File: src/clock_gen_pkg.sv
// Constants shared by the master clock generation block.
package clock_gen_pkg;
  // Clock source select field codes.
  localparam logic [1:0] SRC_BYPASS_MSB = 2'h0;
  localparam logic [1:0] SRC_PLL        = 2'h3;
  // Field widths and limits.
  localparam int          IDIV_W        = 2;
  localparam int          ODIV_W        = 4;
  localparam int          MUL_W         = 5;
  localparam int          DIV_W         = 7;
  localparam logic [1:0]  IDIV_MAX      = 2'h3;
  localparam logic [3:0]  ODIV_MAX      = 4'hE;
  // VCO band codes.
  localparam logic [1:0]  VB_LOW        = 2'h0;
  localparam logic [1:0]  VB_MID        = 2'h1;
  localparam logic [1:0]  VB_HIGH       = 2'h2;
  localparam logic [1:0]  VB_RESERVED   = 2'h3;
  // Oscillator model: phase accumulator width and band limits of its step.
  localparam int          NCO_W         = 16;
  localparam logic [15:0] BAND0_MIN     = 16'h0800;
  localparam logic [15:0] BAND0_MAX     = 16'h1800;
  localparam logic [15:0] BAND1_MIN     = 16'h1800;
  localparam logic [15:0] BAND1_MAX     = 16'h2800;
  localparam logic [15:0] BAND2_MIN     = 16'h2800;
  localparam logic [15:0] BAND2_MAX     = 16'h3800;
  localparam logic [15:0] NCO_STEP      = 16'h0080;
  // Edge counter width of one reference period.
  localparam int          CNT_W         = 8;
  localparam logic [7:0]  CNT_SAT       = 8'hFF;
  // CPU clock divisor values.
  localparam logic [1:0]  CPU_DIV_ONE   = 2'h1;
  localparam logic [1:0]  CPU_DIV_TWO   = 2'h2;
endpackage

File: src/edge_divider.sv
// Divides a stream of edge events, toggling its output every div events.
`timescale 1ns/1ps
`default_nettype none
module edge_divider #(
  parameter int W = 7
) (
  // Clock and reset
  input  wire logic         mclk,
  input  wire logic         rst_n,
  // Events and divisor
  input  wire logic         tick,
  input  wire logic [W-1:0] div,
  // Divided level
  output var  logic         level_ff
);
  logic [W-1:0] cnt_ff;
  logic [W-1:0] nxt_cnt;
  logic         wrap;

  assign wrap    = (cnt_ff + W'(1)) >= div;
  assign nxt_cnt = wrap ? '0 : cnt_ff + W'(1);

  always_ff @(posedge mclk or negedge rst_n) begin
    if (!rst_n) begin
      cnt_ff   <= '0;
      level_ff <= 1'b0;
    end else if (tick) begin
      cnt_ff   <= nxt_cnt;
      level_ff <= wrap ? ~level_ff : level_ff;
    end
  end
endmodule
`default_nettype wire

File: src/master_clock_gen.sv
// Master, CPU and system clock generation from the oscillator input.
//
// Function
// - Source mode chosen by software configuration.
// - Bypass divides oscillator by both prescaler products.
// - Input prescale max 3, output max 14.
// - Zero prescales in bypass make master follow oscillator.
// - Locked-loop code enables loop, sources master.
// - Loop mode scales by multiplier over prescalers.
// - Output prescaler divides VCO into master.
// - Loop pulls into lock gradually, no jumps.
// - VCO band selects three bands; 11 reserved.
// - CPU clock is master or half, one bit.
// - CPU and bus controller use CPU clock.
// - System clock runs at CPU clock frequency.
`timescale 1ns/1ps
`default_nettype none
module master_clock_gen #(
  parameter int MUL_W = clock_gen_pkg::MUL_W
) (
  // Clock and reset
  input  wire logic                             mclk,
  input  wire logic                             arst_n,
  // Oscillator
  input  wire logic                             oscillator_input,
  // Clock generation configuration
  input  wire logic [1:0]                       clock_source_select,
  input  wire logic [clock_gen_pkg::IDIV_W-1:0] input_prescale,
  input  wire logic [clock_gen_pkg::ODIV_W-1:0] output_prescale,
  input  wire logic [MUL_W-1:0]                 feedback_multiplier,
  input  wire logic [1:0]                       vco_band,
  // System configuration
  input  wire logic                             cpu_clock_halve,
  // Generated clocks
  output var  logic                             master_clk_ff,
  output var  logic                             cpu_clk_ff,
  output var  logic                             ebc_clk_ff,
  output var  logic                             sys_clk_ff,
  // Status
  output var  logic                             pll_enable_ff,
  output var  logic                             pll_locked_ff
);
  typedef enum logic [1:0] {
    PLL_OFF     = 2'b00,
    PLL_ACQUIRE = 2'b01,
    PLL_LOCKED  = 2'b10
  } pll_state_e;

  ////////////////////////////////////////////////////////////////////////////
  // Reset release.
  logic rst_meta_ff;
  logic rst_n;
  logic rst_sync_ff;
  always_ff @(posedge mclk or negedge arst_n) begin
    if (!arst_n) begin
      rst_meta_ff <= 1'b0;
      rst_sync_ff <= 1'b0;
    end else begin
      rst_meta_ff <= 1'b1;
      rst_sync_ff <= rst_meta_ff;
    end
  end
  assign rst_n = rst_sync_ff;

  ////////////////////////////////////////////////////////////////////////////
  // Configuration decode.
  logic                             pll_mode;
  logic [clock_gen_pkg::ODIV_W-1:0] odiv_lim;
  logic [clock_gen_pkg::DIV_W-1:0]  idiv_fac;
  logic [clock_gen_pkg::DIV_W-1:0]  odiv_fac;
  logic [clock_gen_pkg::DIV_W-1:0]  bypass_div;
  logic [clock_gen_pkg::CNT_W-1:0]  edge_target;

  assign pll_mode    = clock_source_select == clock_gen_pkg::SRC_PLL;
  assign odiv_lim    = (output_prescale > clock_gen_pkg::ODIV_MAX) ?
                       clock_gen_pkg::ODIV_MAX : output_prescale;
  assign idiv_fac    = clock_gen_pkg::DIV_W'(input_prescale) + 7'h01;
  assign odiv_fac    = clock_gen_pkg::DIV_W'(odiv_lim) + 7'h01;
  assign bypass_div  = clock_gen_pkg::DIV_W'(idiv_fac * odiv_fac);
  // Two VCO edges make one VCO period.
  assign edge_target = clock_gen_pkg::CNT_W'({feedback_multiplier, 1'b0}) + 8'h02;

  ////////////////////////////////////////////////////////////////////////////
  // Oscillator edge detection and reference divider.
  logic                            osc_ff;
  logic                            osc_prev_ff;
  logic                            osc_edge;
  logic                            osc_rise;
  logic [clock_gen_pkg::DIV_W-1:0] ref_cnt_ff;
  logic                            ref_tick;

  assign osc_edge = osc_ff ^ osc_prev_ff;
  assign osc_rise = osc_ff & ~osc_prev_ff;
  assign ref_tick = osc_rise && ((ref_cnt_ff + 7'h01) >= idiv_fac);

  always_ff @(posedge mclk or negedge rst_n) begin
    if (!rst_n) begin
      osc_ff      <= 1'b0;
      osc_prev_ff <= 1'b0;
      ref_cnt_ff  <= '0;
    end else begin
      osc_ff      <= oscillator_input;
      osc_prev_ff <= osc_ff;
      if (osc_rise) begin
        ref_cnt_ff <= ref_tick ? '0 : ref_cnt_ff + 7'h01;
      end
    end
  end

  ////////////////////////////////////////////////////////////////////////////
  // VCO band limits; the reserved code keeps the last valid band.
  logic [1:0]                      band_ff;
  logic [clock_gen_pkg::NCO_W-1:0] band_min;
  logic [clock_gen_pkg::NCO_W-1:0] band_max;

  assign band_min = (band_ff == clock_gen_pkg::VB_MID)  ? clock_gen_pkg::BAND1_MIN :
                    (band_ff == clock_gen_pkg::VB_HIGH) ? clock_gen_pkg::BAND2_MIN :
                    clock_gen_pkg::BAND0_MIN;
  assign band_max = (band_ff == clock_gen_pkg::VB_MID)  ? clock_gen_pkg::BAND1_MAX :
                    (band_ff == clock_gen_pkg::VB_HIGH) ? clock_gen_pkg::BAND2_MAX :
                    clock_gen_pkg::BAND0_MAX;

  always_ff @(posedge mclk or negedge rst_n) begin
    if (!rst_n) begin
      band_ff <= clock_gen_pkg::VB_LOW;
    end else if (vco_band != clock_gen_pkg::VB_RESERVED) begin
      band_ff <= vco_band;
    end
  end

  ////////////////////////////////////////////////////////////////////////////
  // Locked loop: a phase accumulator whose step moves by one unit per
  // reference period inside the band, and by one unit per cycle back into
  // the band when outside it, so the VCO frequency only ever slews.
  pll_state_e                      state_ff;
  pll_state_e                      nxt_state;
  logic [clock_gen_pkg::NCO_W-1:0] phase_ff;
  logic [clock_gen_pkg::NCO_W-1:0] step_ff;
  logic [clock_gen_pkg::NCO_W-1:0] nxt_step;
  logic [clock_gen_pkg::NCO_W:0]   phase_sum;
  logic                            vco_edge;
  logic [clock_gen_pkg::CNT_W-1:0] vco_cnt_ff;
  logic                            too_slow;
  logic                            too_fast;

  assign phase_sum = {1'b0, phase_ff} + {1'b0, step_ff};
  assign vco_edge  = (state_ff != PLL_OFF) && phase_sum[clock_gen_pkg::NCO_W];
  assign too_slow  = vco_cnt_ff < edge_target;
  assign too_fast  = vco_cnt_ff > edge_target;

  always_comb begin
    nxt_step = step_ff;
    if (step_ff < band_min) begin
      nxt_step = step_ff + clock_gen_pkg::NCO_STEP;
    end else if (step_ff > band_max) begin
      nxt_step = step_ff - clock_gen_pkg::NCO_STEP;
    end else if (ref_tick && too_slow && step_ff < band_max) begin
      nxt_step = step_ff + clock_gen_pkg::NCO_STEP;
    end else if (ref_tick && too_fast && step_ff > band_min) begin
      nxt_step = step_ff - clock_gen_pkg::NCO_STEP;
    end
  end

  always_comb begin
    case (state_ff)
      PLL_OFF:     nxt_state = pll_mode ? PLL_ACQUIRE : PLL_OFF;
      PLL_ACQUIRE: nxt_state = !pll_mode ? PLL_OFF :
                               (ref_tick && !too_slow && !too_fast) ? PLL_LOCKED :
                               PLL_ACQUIRE;
      PLL_LOCKED:  nxt_state = !pll_mode ? PLL_OFF :
                               (ref_tick && (too_slow || too_fast)) ? PLL_ACQUIRE :
                               PLL_LOCKED;
      default:     nxt_state = PLL_OFF;
    endcase
  end

  always_ff @(posedge mclk or negedge rst_n) begin
    if (!rst_n) begin
      state_ff   <= PLL_OFF;
      phase_ff   <= '0;
      step_ff    <= clock_gen_pkg::BAND0_MIN;
      vco_cnt_ff <= '0;
    end else begin
      state_ff <= nxt_state;
      if (state_ff == PLL_OFF) begin
        phase_ff   <= '0;
        step_ff    <= band_min;
        vco_cnt_ff <= '0;
      end else begin
        phase_ff <= phase_sum[clock_gen_pkg::NCO_W-1:0];
        step_ff  <= nxt_step;
        if (ref_tick) begin
          vco_cnt_ff <= vco_edge ? 8'h01 : '0;
        end else if (vco_edge && vco_cnt_ff != clock_gen_pkg::CNT_SAT) begin
          vco_cnt_ff <= vco_cnt_ff + 8'h01;
        end
      end
    end
  end

  ////////////////////////////////////////////////////////////////////////////
  // Master clock: bypass divides oscillator edges, loop mode divides VCO
  // edges by the output prescaler.
  logic                            mc_tick;
  logic [clock_gen_pkg::DIV_W-1:0] mc_div;
  logic                            mc_level;

  assign mc_tick = pll_mode ? vco_edge : osc_edge;
  assign mc_div  = pll_mode ? odiv_fac : bypass_div;

  edge_divider #(.W(clock_gen_pkg::DIV_W)) u_master_div (
    .mclk     (mclk),
    .rst_n    (rst_n),
    .tick     (mc_tick),
    .div      (mc_div),
    .level_ff (mc_level)
  );

  ////////////////////////////////////////////////////////////////////////////
  // CPU clock: master clock edges divided by one or two.
  logic       mc_prev_ff;
  logic       mc_edge;
  logic [1:0] cpu_div;
  logic       cpu_level;

  assign mc_edge = mc_level ^ mc_prev_ff;
  assign cpu_div = cpu_clock_halve ? clock_gen_pkg::CPU_DIV_TWO :
                   clock_gen_pkg::CPU_DIV_ONE;

  edge_divider #(.W(2)) u_cpu_div (
    .mclk     (mclk),
    .rst_n    (rst_n),
    .tick     (mc_edge),
    .div      (cpu_div),
    .level_ff (cpu_level)
  );

  ////////////////////////////////////////////////////////////////////////////
  // Output registers.
  always_ff @(posedge mclk or negedge rst_n) begin
    if (!rst_n) begin
      mc_prev_ff    <= 1'b0;
      master_clk_ff <= 1'b0;
      cpu_clk_ff    <= 1'b0;
      ebc_clk_ff    <= 1'b0;
      sys_clk_ff    <= 1'b0;
      pll_enable_ff <= 1'b0;
      pll_locked_ff <= 1'b0;
    end else begin
      mc_prev_ff    <= mc_level;
      master_clk_ff <= mc_level;
      cpu_clk_ff    <= cpu_level;
      ebc_clk_ff    <= cpu_level;
      sys_clk_ff    <= cpu_level;
      pll_enable_ff <= state_ff != PLL_OFF;
      pll_locked_ff <= state_ff == PLL_LOCKED;
    end
  end
endmodule
`default_nettype wire

File: config.mk
export PLATFORM = sky130hd
export DESIGN_NAME = master_clock_gen
export DESIGN_NICKNAME = d
export VERILOG_FILES = /design/src/clock_gen_pkg.sv /design/src/edge_divider.sv /design/src/master_clock_gen.sv
export SDC_FILE = /design/constraint.sdc
export NUM_CORES = 1
export LEC_CHECK = 0
export BUFFER_PORTS_ARGS = -buffer_cell sky130_fd_sc_hd__buf_2
export CELL_PAD_IN_SITES_DETAIL_PLACEMENT = 1
export CELL_PAD_IN_SITES_GLOBAL_PLACEMENT = 2
export CORE_UTILIZATION = 35
export CTS_CLUSTER_DIAMETER = 60
export DETAILED_ROUTE_END_ITERATION = 16
export MAX_ROUTING_LAYER = met4
export PLACE_DENSITY_LB_ADDON = 0.1
export SKIP_CTS_REPAIR_TIMING = 1
export SYNTH_ARGS = -nofsm -noshare
export SYNTH_HDL_FRONTEND = slang
export SYNTH_SLANG_ARGS = --single-unit
File: constraint.sdc
create_clock -name mclk -period 1.67 [get_ports mclk]
set_input_delay 0.2505 -clock mclk [delete_from_list [all_inputs] [get_ports mclk]]
set_output_delay 0.2505 -clock mclk [all_outputs]
set_load 0.02 [all_outputs]
; After elaboration in Yosys (flattened, before gate mapping)
; Index checks and enable logic that the tools add are counted.
[word_totals]
regBits = 70
in_bits = 19
out_inout_bits = 6
word_cells = 98
[classes]
addsub = 10
n_mul = 1
n_lt_le_gt_ge = 10
eq_ne = 7
muxes = 27
bitwise = 6
n_reduce_logical = 19
[ops]
columns = operator, count
row1 = 16-bit 2-to-1 mux, 6
row2 = 14-bit 2-to-1 mux, 4
row3 = 16-bit by 14-bit > comparator with 1-bit output, 2
row4 = 16-bit by 14-bit < comparator with 1-bit output, 2
row5 = 8-bit 2-to-1 mux, 3
row6 = 7-bit 2-to-1 mux, 3
row7 = 16-bit by 16-bit adder with 17-bit output, 1
row8 = 16-bit by 8-bit adder with 16-bit output (second input constant), 1
row9 = 16-bit by 8-bit subtractor with 16-bit output (second input constant), 1
row10 = 7-bit by 1-bit adder with 7-bit output (second input constant), 2
row11 = 2-bit 2-to-1 mux, 6
row12 = 1-bit logical AND, 10
row13 = 8-bit by 1-bit adder with 8-bit output (second input constant), 1
row14 = 8-bit by 7-bit > comparator with 1-bit output, 1
row15 = 8-bit by 7-bit < comparator with 1-bit output, 1
row16 = 8-bit inequality test (second input constant), 1
row17 = 6-bit by 2-bit adder with 7-bit output (second input constant), 1
row18 = 7-bit by 3-bit greater-or-equal comparator with 1-bit output, 1
row19 = 7-bit greater-or-equal comparator, 1
row20 = 3-bit by 5-bit multiplier with 7-bit output, 1
row21 = 2-bit equality test (second input constant), 3
row22 = 2-bit case mux with 3 select lines, 1
row23 = 4-bit by 1-bit adder with 5-bit output (second input constant), 1
row24 = 5-bit nonzero test, 1
row25 = other kinds (17), 25

; Depth between registers and ports, before layout
; Gate-level depths: netlist of run 1.
[depth]
word_depth = 10
ltp_mapped = 19
depth_no_buf = 19

; Cells and area by module
; Synthesis of run 1 repeated with hierarchy kept, for this count alone.
[unflattened]
hier_cells = 436
hier_area_um2 = 4073.9
[modules_own_cells]
columns = mod, instances, cells_each, area_each_um2, seq_area_each_um2
row1 = master_clock_gen, 1, 350, 3245.6, 1127.3
row2 = edge_divider (u_master_div), 1, 67, 618.1, 200.2
row3 = edge_divider (u_cpu_div), 1, 19, 210.2, 75.1

; Worst setup path after synthesis of run 1
; OpenSTA, ideal clock, no wires.
[synth_timing]
path_kind = input-to-reg
start = in output_prescale[3] (netlist name)
end = reg u_master_div.cnt_ff[2]
setup_ns = 0.118
arrival_time_ns = 3.458
required_time_ns = 1.552
slack_ns = -1.906
cell_stages = 18
n_path_buf = 0
cell_sequence = a31oi_1 > ha_1 > xnor2_1 > nor2_1 > fa_1 > ha_1 > inv_1 > fa_1 > inv_1 > a21o_1 > a21oi_1 > xnor2_1 > nand2_1 > ha_1 > nand3_1 > o21ai_1 > o21bai_1 > a21o_1
[synth_via]
elab_chain_len = 7
[synth_lines]
columns = item, line_no
row1 = from (decl), master_clock_gen.sv:29  ; input wire logic [clock_gen_pkg::ODIV_W-1:0] output_prescale,
row2 = 4-bit > comparator, master_clock_gen.sv:75  ; assign odiv_lim = (output_prescale > clock_gen_pkg::ODIV_MAX) ?
row3 = 4-bit 2-to-1 mux *, master_clock_gen.sv:75
row4 = 4-bit by 1-bit adder with 5-bit output *, master_clock_gen.sv:78  ; assign odiv_fac = clock_gen_pkg::DIV_W'(odiv_lim) + 7'h01;
row5 = 3-bit by 5-bit multiplier with 7-bit output, master_clock_gen.sv:79  ; assign bypass_div = clock_gen_pkg::DIV_W'(idiv_fac * odiv_fac);
row6 = 7-bit 2-to-1 mux *, master_clock_gen.sv:209  ; assign mc_div = pll_mode ? odiv_fac : bypass_div;
row7 = 7-bit greater-or-equal comparator *, edge_divider.sv:20  ; assign wrap = (cnt_ff + W'(1)) >= div;
row8 = 7-bit 2-to-1 mux *, edge_divider.sv:21  ; assign nxt_cnt = wrap ? '0 : cnt_ff + W'(1);
row9 = to (signal assigned), edge_divider.sv:28  ; cnt_ff <= nxt_cnt;
row10 = to (decl), edge_divider.sv:16  ; logic [W-1:0] cnt_ff;
; Mark *: on every way between the ends. The rest lies on a longest branch, timed or not.
; A chain may end at the register's enable or synchronous reset.

; Worst setup path in the final report of run 1
; Same ends and word-level chain as after synthesis.

==> flow_summary.json, run 1 <==
{
  "wl_met3_um": 175,
  "maxCapViolations": 0,
  "arrival_ns": 3.43,
  "port-buffer-count": 24,
  "hold_viol_final": 0,
  "layout_setup_ws_ns": -1.56,
  "dpl_cell_area_um2": 5310,
  "drc": 0,
  "power.total_mw": 6.56,
  "p_comb_frac": 0.555,
  "ys_ff_latch": 56,
  "rsz0062_at_grt": "true",
  "critPathKind": "in -> reg",
  "path_clk_slew_ns": 0.07,
  "final_antenna_net_count": 0,
  "grt_pass1_vias": 3810,
  "ir_drop_mv": 0.822,
  "p_int_mw": 4.10,
  "area_delta_synth_final_pct": 46.2,
  "clkLatencyLatePin_ns": 0.30,
  "critPathMaxFanout": 5,
  "yosys-top-cells-count": "dfrtp_1, ha_1, nor2_1, nand2_1, inv_1",
  "overflow": 0,
  "yosysSeqAreaShare": 0.352,
  "wl_per_cell_um": 15.4,
  "synthesis.nets": 499,
  "slew_viol_final": 0,
  "syn_inst": 427,
  "syn-cell-area_um2": 3980,
  "fmax_ghz": 0.309,
  "finalSetupViolations": 35,
  "min_period_over_period": 1.94,
  "clock_sinks": 56,
  "seq_area_um2": 1410,
  "start_util": 0.363,
  "die_area_um2": 11800,
  "powerDensity_nw_per_um2": 1130,
  "yosysTopAreaCellShare": 0.346,
  "top_layer": "met4",
  "cts_buffers": 5,
  "vias_per_cell": 5.06,
  "leakagePower_nw": 2.84,
  "power.share.clock": 0.169,
  "drt_iter0_drc": 88,
  "fin_tns_setup_ns": -29.51,
  "fin_skew_ns": 0.00619,
  "clockBufferDepth": 2,
  "fp.dieH_um": 109,
  "syn_avg_cell_area_um2": 9.33,
  "antenna-diode-count": 0,
  "ioPinCount": 25,
  "rows": 38,
  "switchingPower_mw": 2.46,
  "htreeDepth": 2,
  "yosysMostFrequentCell": "dfrtp_1",
  "grt_start_max_net_pins": 34,
  "wl_um": 10900,
  "p_seq_frac": 0.276,
  "antenna_found_initial": 0,
  "fp.dieW_um": 109,
  "final_nets": 642,
  "violations": "setup timing",
  "cts_tree": "yes",
  "fill_cells": 1236,
  "cp-end-kind": "register",
  "startpoint_type": "input pin",
  "core_area_um2": 11000,
  "track_usage": 0.203,
  "yosys-top-cells-area": "dfrtp_1, ha_1, xnor2_1",
  "yosysWarnings": 0,
  "ctsRootBufferMaster": "clkbuf_16",
  "synth_cell_types": 56,
  "stdcell_area_um2": 5820,
  "vias": 3595,
  "gp_congestion": 0.757,
  "dpl.hpwl_um": 8340,
  "dr.pass1.iters": 4,
  "async_reset_ff_frac": 1.00,
  "hold_ws_ns": 0.0645,
  "drive_above_1_share": 0.394,
  "multiInputGateArea_um2": 2880,
  "swShare": 0.375,
  "outcome": "complete, but fails checks",
  "dr_wl_met2_um": 5770,
  "grt_pass1_wl_um": 18000,
  "synth_edf_count": 0,
  "worstHoldPathType": "in -> reg",
  "required_ns": 1.87,
  "netlist.top_cell.by_area": "dfrtp_1",
  "wl_met1_um": 4860,
  "synth_top_flop_cell": "dfrtp_1",
  "finalCriticalPeriod_ns": 3.23
}
==> worst max-delay path, cell delays in order <==
cell      delay [ns]
buf_6           0.10
a31oi_4         0.21
ha_4            0.20
xnor2_4         0.14
nor2_2          0.07
fa_1            0.51
ha_2            0.19
inv_2           0.04
fa_2            0.36
inv_2           0.05
a21o_1          0.11
a21oi_2         0.05
xnor2_1         0.13
nand2_1         0.11
ha_4            0.31
nand3_4         0.10
o21ai_4         0.23
o21bai_1        0.10
a21o_1          0.15
==> per-layer routing <==
metal,GRT usage,vias to the layer above
met3,0.0323,9
met4,0.0521,0
met5,-,-
li1,-,1780
met1,0.246,1784
met2,0.349,22
==> cell families (layout without fill, tap and decap cells) <==
family | after synthesis | in the layout | share of synthesized area
simple gates | 146 | 146 | 0.186
compound gates | 86 | 87 | 0.142
flops | 56 | 56 | 0.352
fa+ha+maj | 53 | 53 | 0.174
buf+inv | 39 | 182 | 0.0390
xor+xnor | 35 | 35 | 0.0770
mux | 11 | 11 | 0.0286
other cells | 1 | 1 | 0.000942
==> registers in the layout, summed over array words and instances, names as in the netlist <==
name                   flops
rst_meta_ff                1
phase_ff                   9
u_cpu_div.cnt_ff           2
u_cpu_div.level_ff         1
osc_ff                     1
pll_enable_ff              1
rst_n                      1
step_ff                    9
band_ff                    2
osc_prev_ff                1
vco_cnt_ff                 8
u_master_div.level_ff      1
ref_cnt_ff                 7
u_master_div.cnt_ff        7
state_ff                   2
pll_locked_ff              1
sys_clk_ff                 1
mc_prev_ff                 1
==> power by group through the flow <==
stage / combinational [mW] / clock, mW / sequential [mW]
floorplan: 1.76 / 0 / 1.86
global placement: 2.96 / 0 / 1.82
detailed placement: 3.07 / 0 / 1.83
CTS: 3.09 / 1.16 / 1.81
global route: 4.04 / 1.19 / 1.85
finish: 3.64 / 1.11 / 1.81
==> through the flow <==
stage | std cells | util | setup slack, ns
2_1_floorplan | 427 | - | -1.57
3_3_place_gp | 692 | 0.483 | -1.79
3_5_place_dp | 692 | 0.483 | -1.86
4_1_cts | 700 | 0.497 | -1.57
5_1_grt | 711 | 0.530 | -1.72
6_report | 711 | 0.530 | -1.56
==> area by class of cell <==
cell class                      instances  share of cell area
Multi-Input combinational cell        333               0.494
Clock buffer                            7              0.0245
Clock inverter                          1             0.00129
Sequential cell                        56               0.242
Inverter                               27              0.0174
Timing Repair Buffer                  147               0.191
Tap cell                              140              0.0301
==> placed cells by master (no fill, tap or decap), types with 6 or more instances in the layout <==
cell type and instances:
buf_4 113, dfrtp_1 51, ha_1 36, nor2_1 34, nand2_1 25, inv_1 22, buf_2 20, a21oi_1 18
xnor2_1 16, nand2b_1 14, xor2_1 14, nand3_1 12, a21o_1 12, buf_6 12, and3_1 11, o21ai_1 10
ha_4 10, nor2b_1 9, o21ai_0 6
==> final timing paths <==
path | start | depth (start not counted) | slack [ns] | endpoint
setup / recovery | output_prescale[3] | 19 | -1.56 | u_master_div.cnt_ff[2]
hold / removal | oscillator_input | 1 | 0.06 | osc_ff
setup reg to reg | ref_cnt_ff[0] | 9 | -1.08 | step_ff[13]
hold reg to reg | rst_n | 1 | 0.24 | u_master_div.cnt_ff[5]
max in group asynchronous | rst_n | 1 | 1.10 | step_ff[11]
min in group asynchronous | rst_n | 1 | 0.24 | u_master_div.cnt_ff[5]
Note: power is estimated with default switching activity, not from simulation.
==> run 2: changes to the inputs <==
- ABC_AREA: default -> 1
- CORE_UTILIZATION: 35 -> 33
==> run 2 against run 1 <==
The flow still finishes with violations (setup timing). Clock power increased by 9.9%. Utilization is 3.0 points lower. Worst setup slack worse by 0.091 ns. Largest cell class unchanged. Largest power group unchanged. Highest routed layer unchanged.
==> flow_summary.json, run 2 <==
{
  "ys_ff_latch": 56,
  "critPathMaxFanout": 5,
  "vias_per_cell": 4.73,
  "track_usage": 0.193,
  "synthesis.nets": 638,
  "path_delay_family": "adder cells",
  "hold_viol_final": 0,
  "wl_per_cell_um": 14.4,
  "final_antenna_net_count": 0,
  "async_reset_ff_frac": 1.00,
  "netlist.top_cell.by_area": "dfrtp_1",
  "worstHoldPathType": "in -> reg",
  "synth_edf_count": 0,
  "slowest_stage": "fa_1",
  "required_ns": 1.90,
  "port-buffer-count": 24,
  "mostFrequentLayoutCells": "buf_4, nand2_1, inv_1, nor2_1, dfrtp_1",
  "rrSetupSlack_ns": -0.72,
  "cts_buffers": 5,
  "overflow": 0,
  "syn-cell-area_um2": 4360,
  "path_buf_inv": 6,
  "ctsRootBufferMaster": "clkbuf_16",
  "antenna-diode-count": 0,
  "clockBufferDepth": 2,
  "critPathKind": "in -> reg",
  "powerDensity_nw_per_um2": 1520,
  "layout_setup_ws_ns": -1.65,
  "grt_pass1_vias": 4353,
  "cp-end-kind": "register",
  "syn_avg_cell_area_um2": 7.71,
  "drc": 0,
  "dpl.hpwl_um": 9450,
  "vias": 4169,
  "cts_tree": "yes",
  "critical_path.most_common_cell": "inv_2",
  "reg_top3": "phase_ff x9, step_ff x9, vco_cnt_ff x8",
  "finalSetupViolations": 33,
  "yosys-top-cells-count": "nand2_1, inv_1, nor2_1, dfrtp_1, ha_1",
  "gp_congestion": 0.855,
  "htreeDepth": 2,
  "fp.dieH_um": 117,
  "rsz0062_at_grt": "true",
  "violations": "setup timing",
  "grt_pass1_wl_um": 19900,
  "drive_above_1_share": 0.394,
  "yosys-top-cells-area": "dfrtp_1, ha_1, nand2_1",
  "grt_start_max_net_pins": 43,
  "die_area_um2": 13700,
  "fin_skew_ns": 0.00302,
  "syn_inst": 566,
  "synth_cell_types": 45,
  "synth_top_flop_cell": "dfrtp_1",
  "drt_iter0_drc": 104,
  "cpPeakStageDelay_ns": 0.42,
  "final_nets": 781,
  "core_area_um2": 12800,
  "dr.pass1.iters": 4,
  "rows": 41,
  "arrival_ns": 3.55,
  "finalCriticalPeriod_ns": 3.32,
  "hold_ws_ns": 0.0682,
  "wl_um": 12700,
  "final_common_cell": "buf_4",
  "yosysSeqAreaShare": 0.322,
  "outcome": "complete, but fails checks",
  "dp.cells": 854,
  "clkLatencyLatePin_ns": 0.30,
  "yosysTopAreaCellShare": 0.316,
  "clock_sinks": 56,
  "post-route-util": 0.500,
  "antenna_found_initial": 0,
  "stdcell_count": 882,
  "yosysMostFrequentCell": "nand2_1",
  "start_util": 0.341,
  "maxCapViolations": 0,
  "yosysWarnings": 0,
  "leakagePower_nw": 3.21,
  "slew_viol_final": 0,
  "startpoint_type": "input pin",
  "ir_drop_mv": 0.749,
  "area_delta_synth_final_pct": 46.5,
  "min_period_over_period": 1.99,
  "ioPinCount": 25,
  "fp.dieW_um": 117,
  "fmax_ghz": 0.301,
  "path_clk_slew_ns": 0.07,
  "fill_cells": 1527,
  "power.total_mw": 9.74
}
==> run 2: metal layers <==
| layer | GRT usage | share of wire |
|---|---|---|
| met2 | 0.327 | 0.52 |
| met3 | 0.0324 | 0.019 |
| met5 | - | 0 |
| met4 | 0.0430 | 0.0069 |
| met1 | 0.242 | 0.46 |
==> run 2: path summary, 6_finish.rpt <==
check | startpoint | to | depth (start not counted)
min | oscillator_input | osc_ff | 1
min in group asynchronous | arst_n | rst_n | 2
min reg2reg | rst_n | ref_cnt_ff[4] | 1
max | output_prescale[2] | u_master_div.cnt_ff[6] | 25
max in group asynchronous | rst_n | step_ff[11] | 1
max reg2reg | u_master_div.cnt_ff[0] | u_master_div.cnt_ff[6] | 14
==> run 2: cells by family (layout without fill, tap and decap cells) <==
| kind of cell | count (synthesis) | count (layout) | synth area share |
|---|---|---|---|
| AOI/OAI and AO/OA | 75 | 76 | 0.107 |
| xor gates and xnor gates | 29 | 29 | 0.0582 |
| adders and majority gates | 53 | 53 | 0.159 |
| buffers and inverters | 106 | 248 | 0.0984 |
| DFF | 56 | 56 | 0.322 |
| other | 1 | 1 | 0.000860 |
| and+or+nand+nor | 246 | 247 | 0.255 |
==> run 2: area by class of cell <==
type                            instances  area [µm²]  area share
Clock inverter                          2        35.0     0.00548
Sequential cell                        56        1410       0.220
Multi-Input combinational cell        406        3120       0.488
Timing Repair Buffer                  144        1100       0.173
Inverter                               96         380      0.0595
Clock buffer                            6         129      0.0202
Tap cell                              172         215      0.0337
==> run 2: report_power, final <==
part / internal, mW / leakage [nW] / switching, mW
clock: 0.708 / 0.0808 / 0.512
combinational: 3.01 / 2.40 / 3.55
sequential: 1.69 / 0.735 / 0.281
total: 5.40 / 3.21 / 4.34
==> run 2: worst register-to-register path, delay by kind of cell (launching register included) <==
kind	cells	cell delay (ns)
compound gates	2	0.28
flops	1	0.38
xor+xnor	1	0.20
simple gates	7	0.77
buf+inv	2	0.11
fa+ha+maj	2	0.57
==> run 2: stage by stage <==
step                      setup TNS [ns]  instance area [µm²]  setup WS [ns]
after floorplan                   -17.49                 4510          -1.56
after global placement            -26.75                 5560          -1.87
after detailed placement          -28.72                 5560          -2.02
after CTS                         -23.41                 5720          -1.71
after global routing              -25.91                 6390          -1.86
final                             -21.44                 6390          -1.65
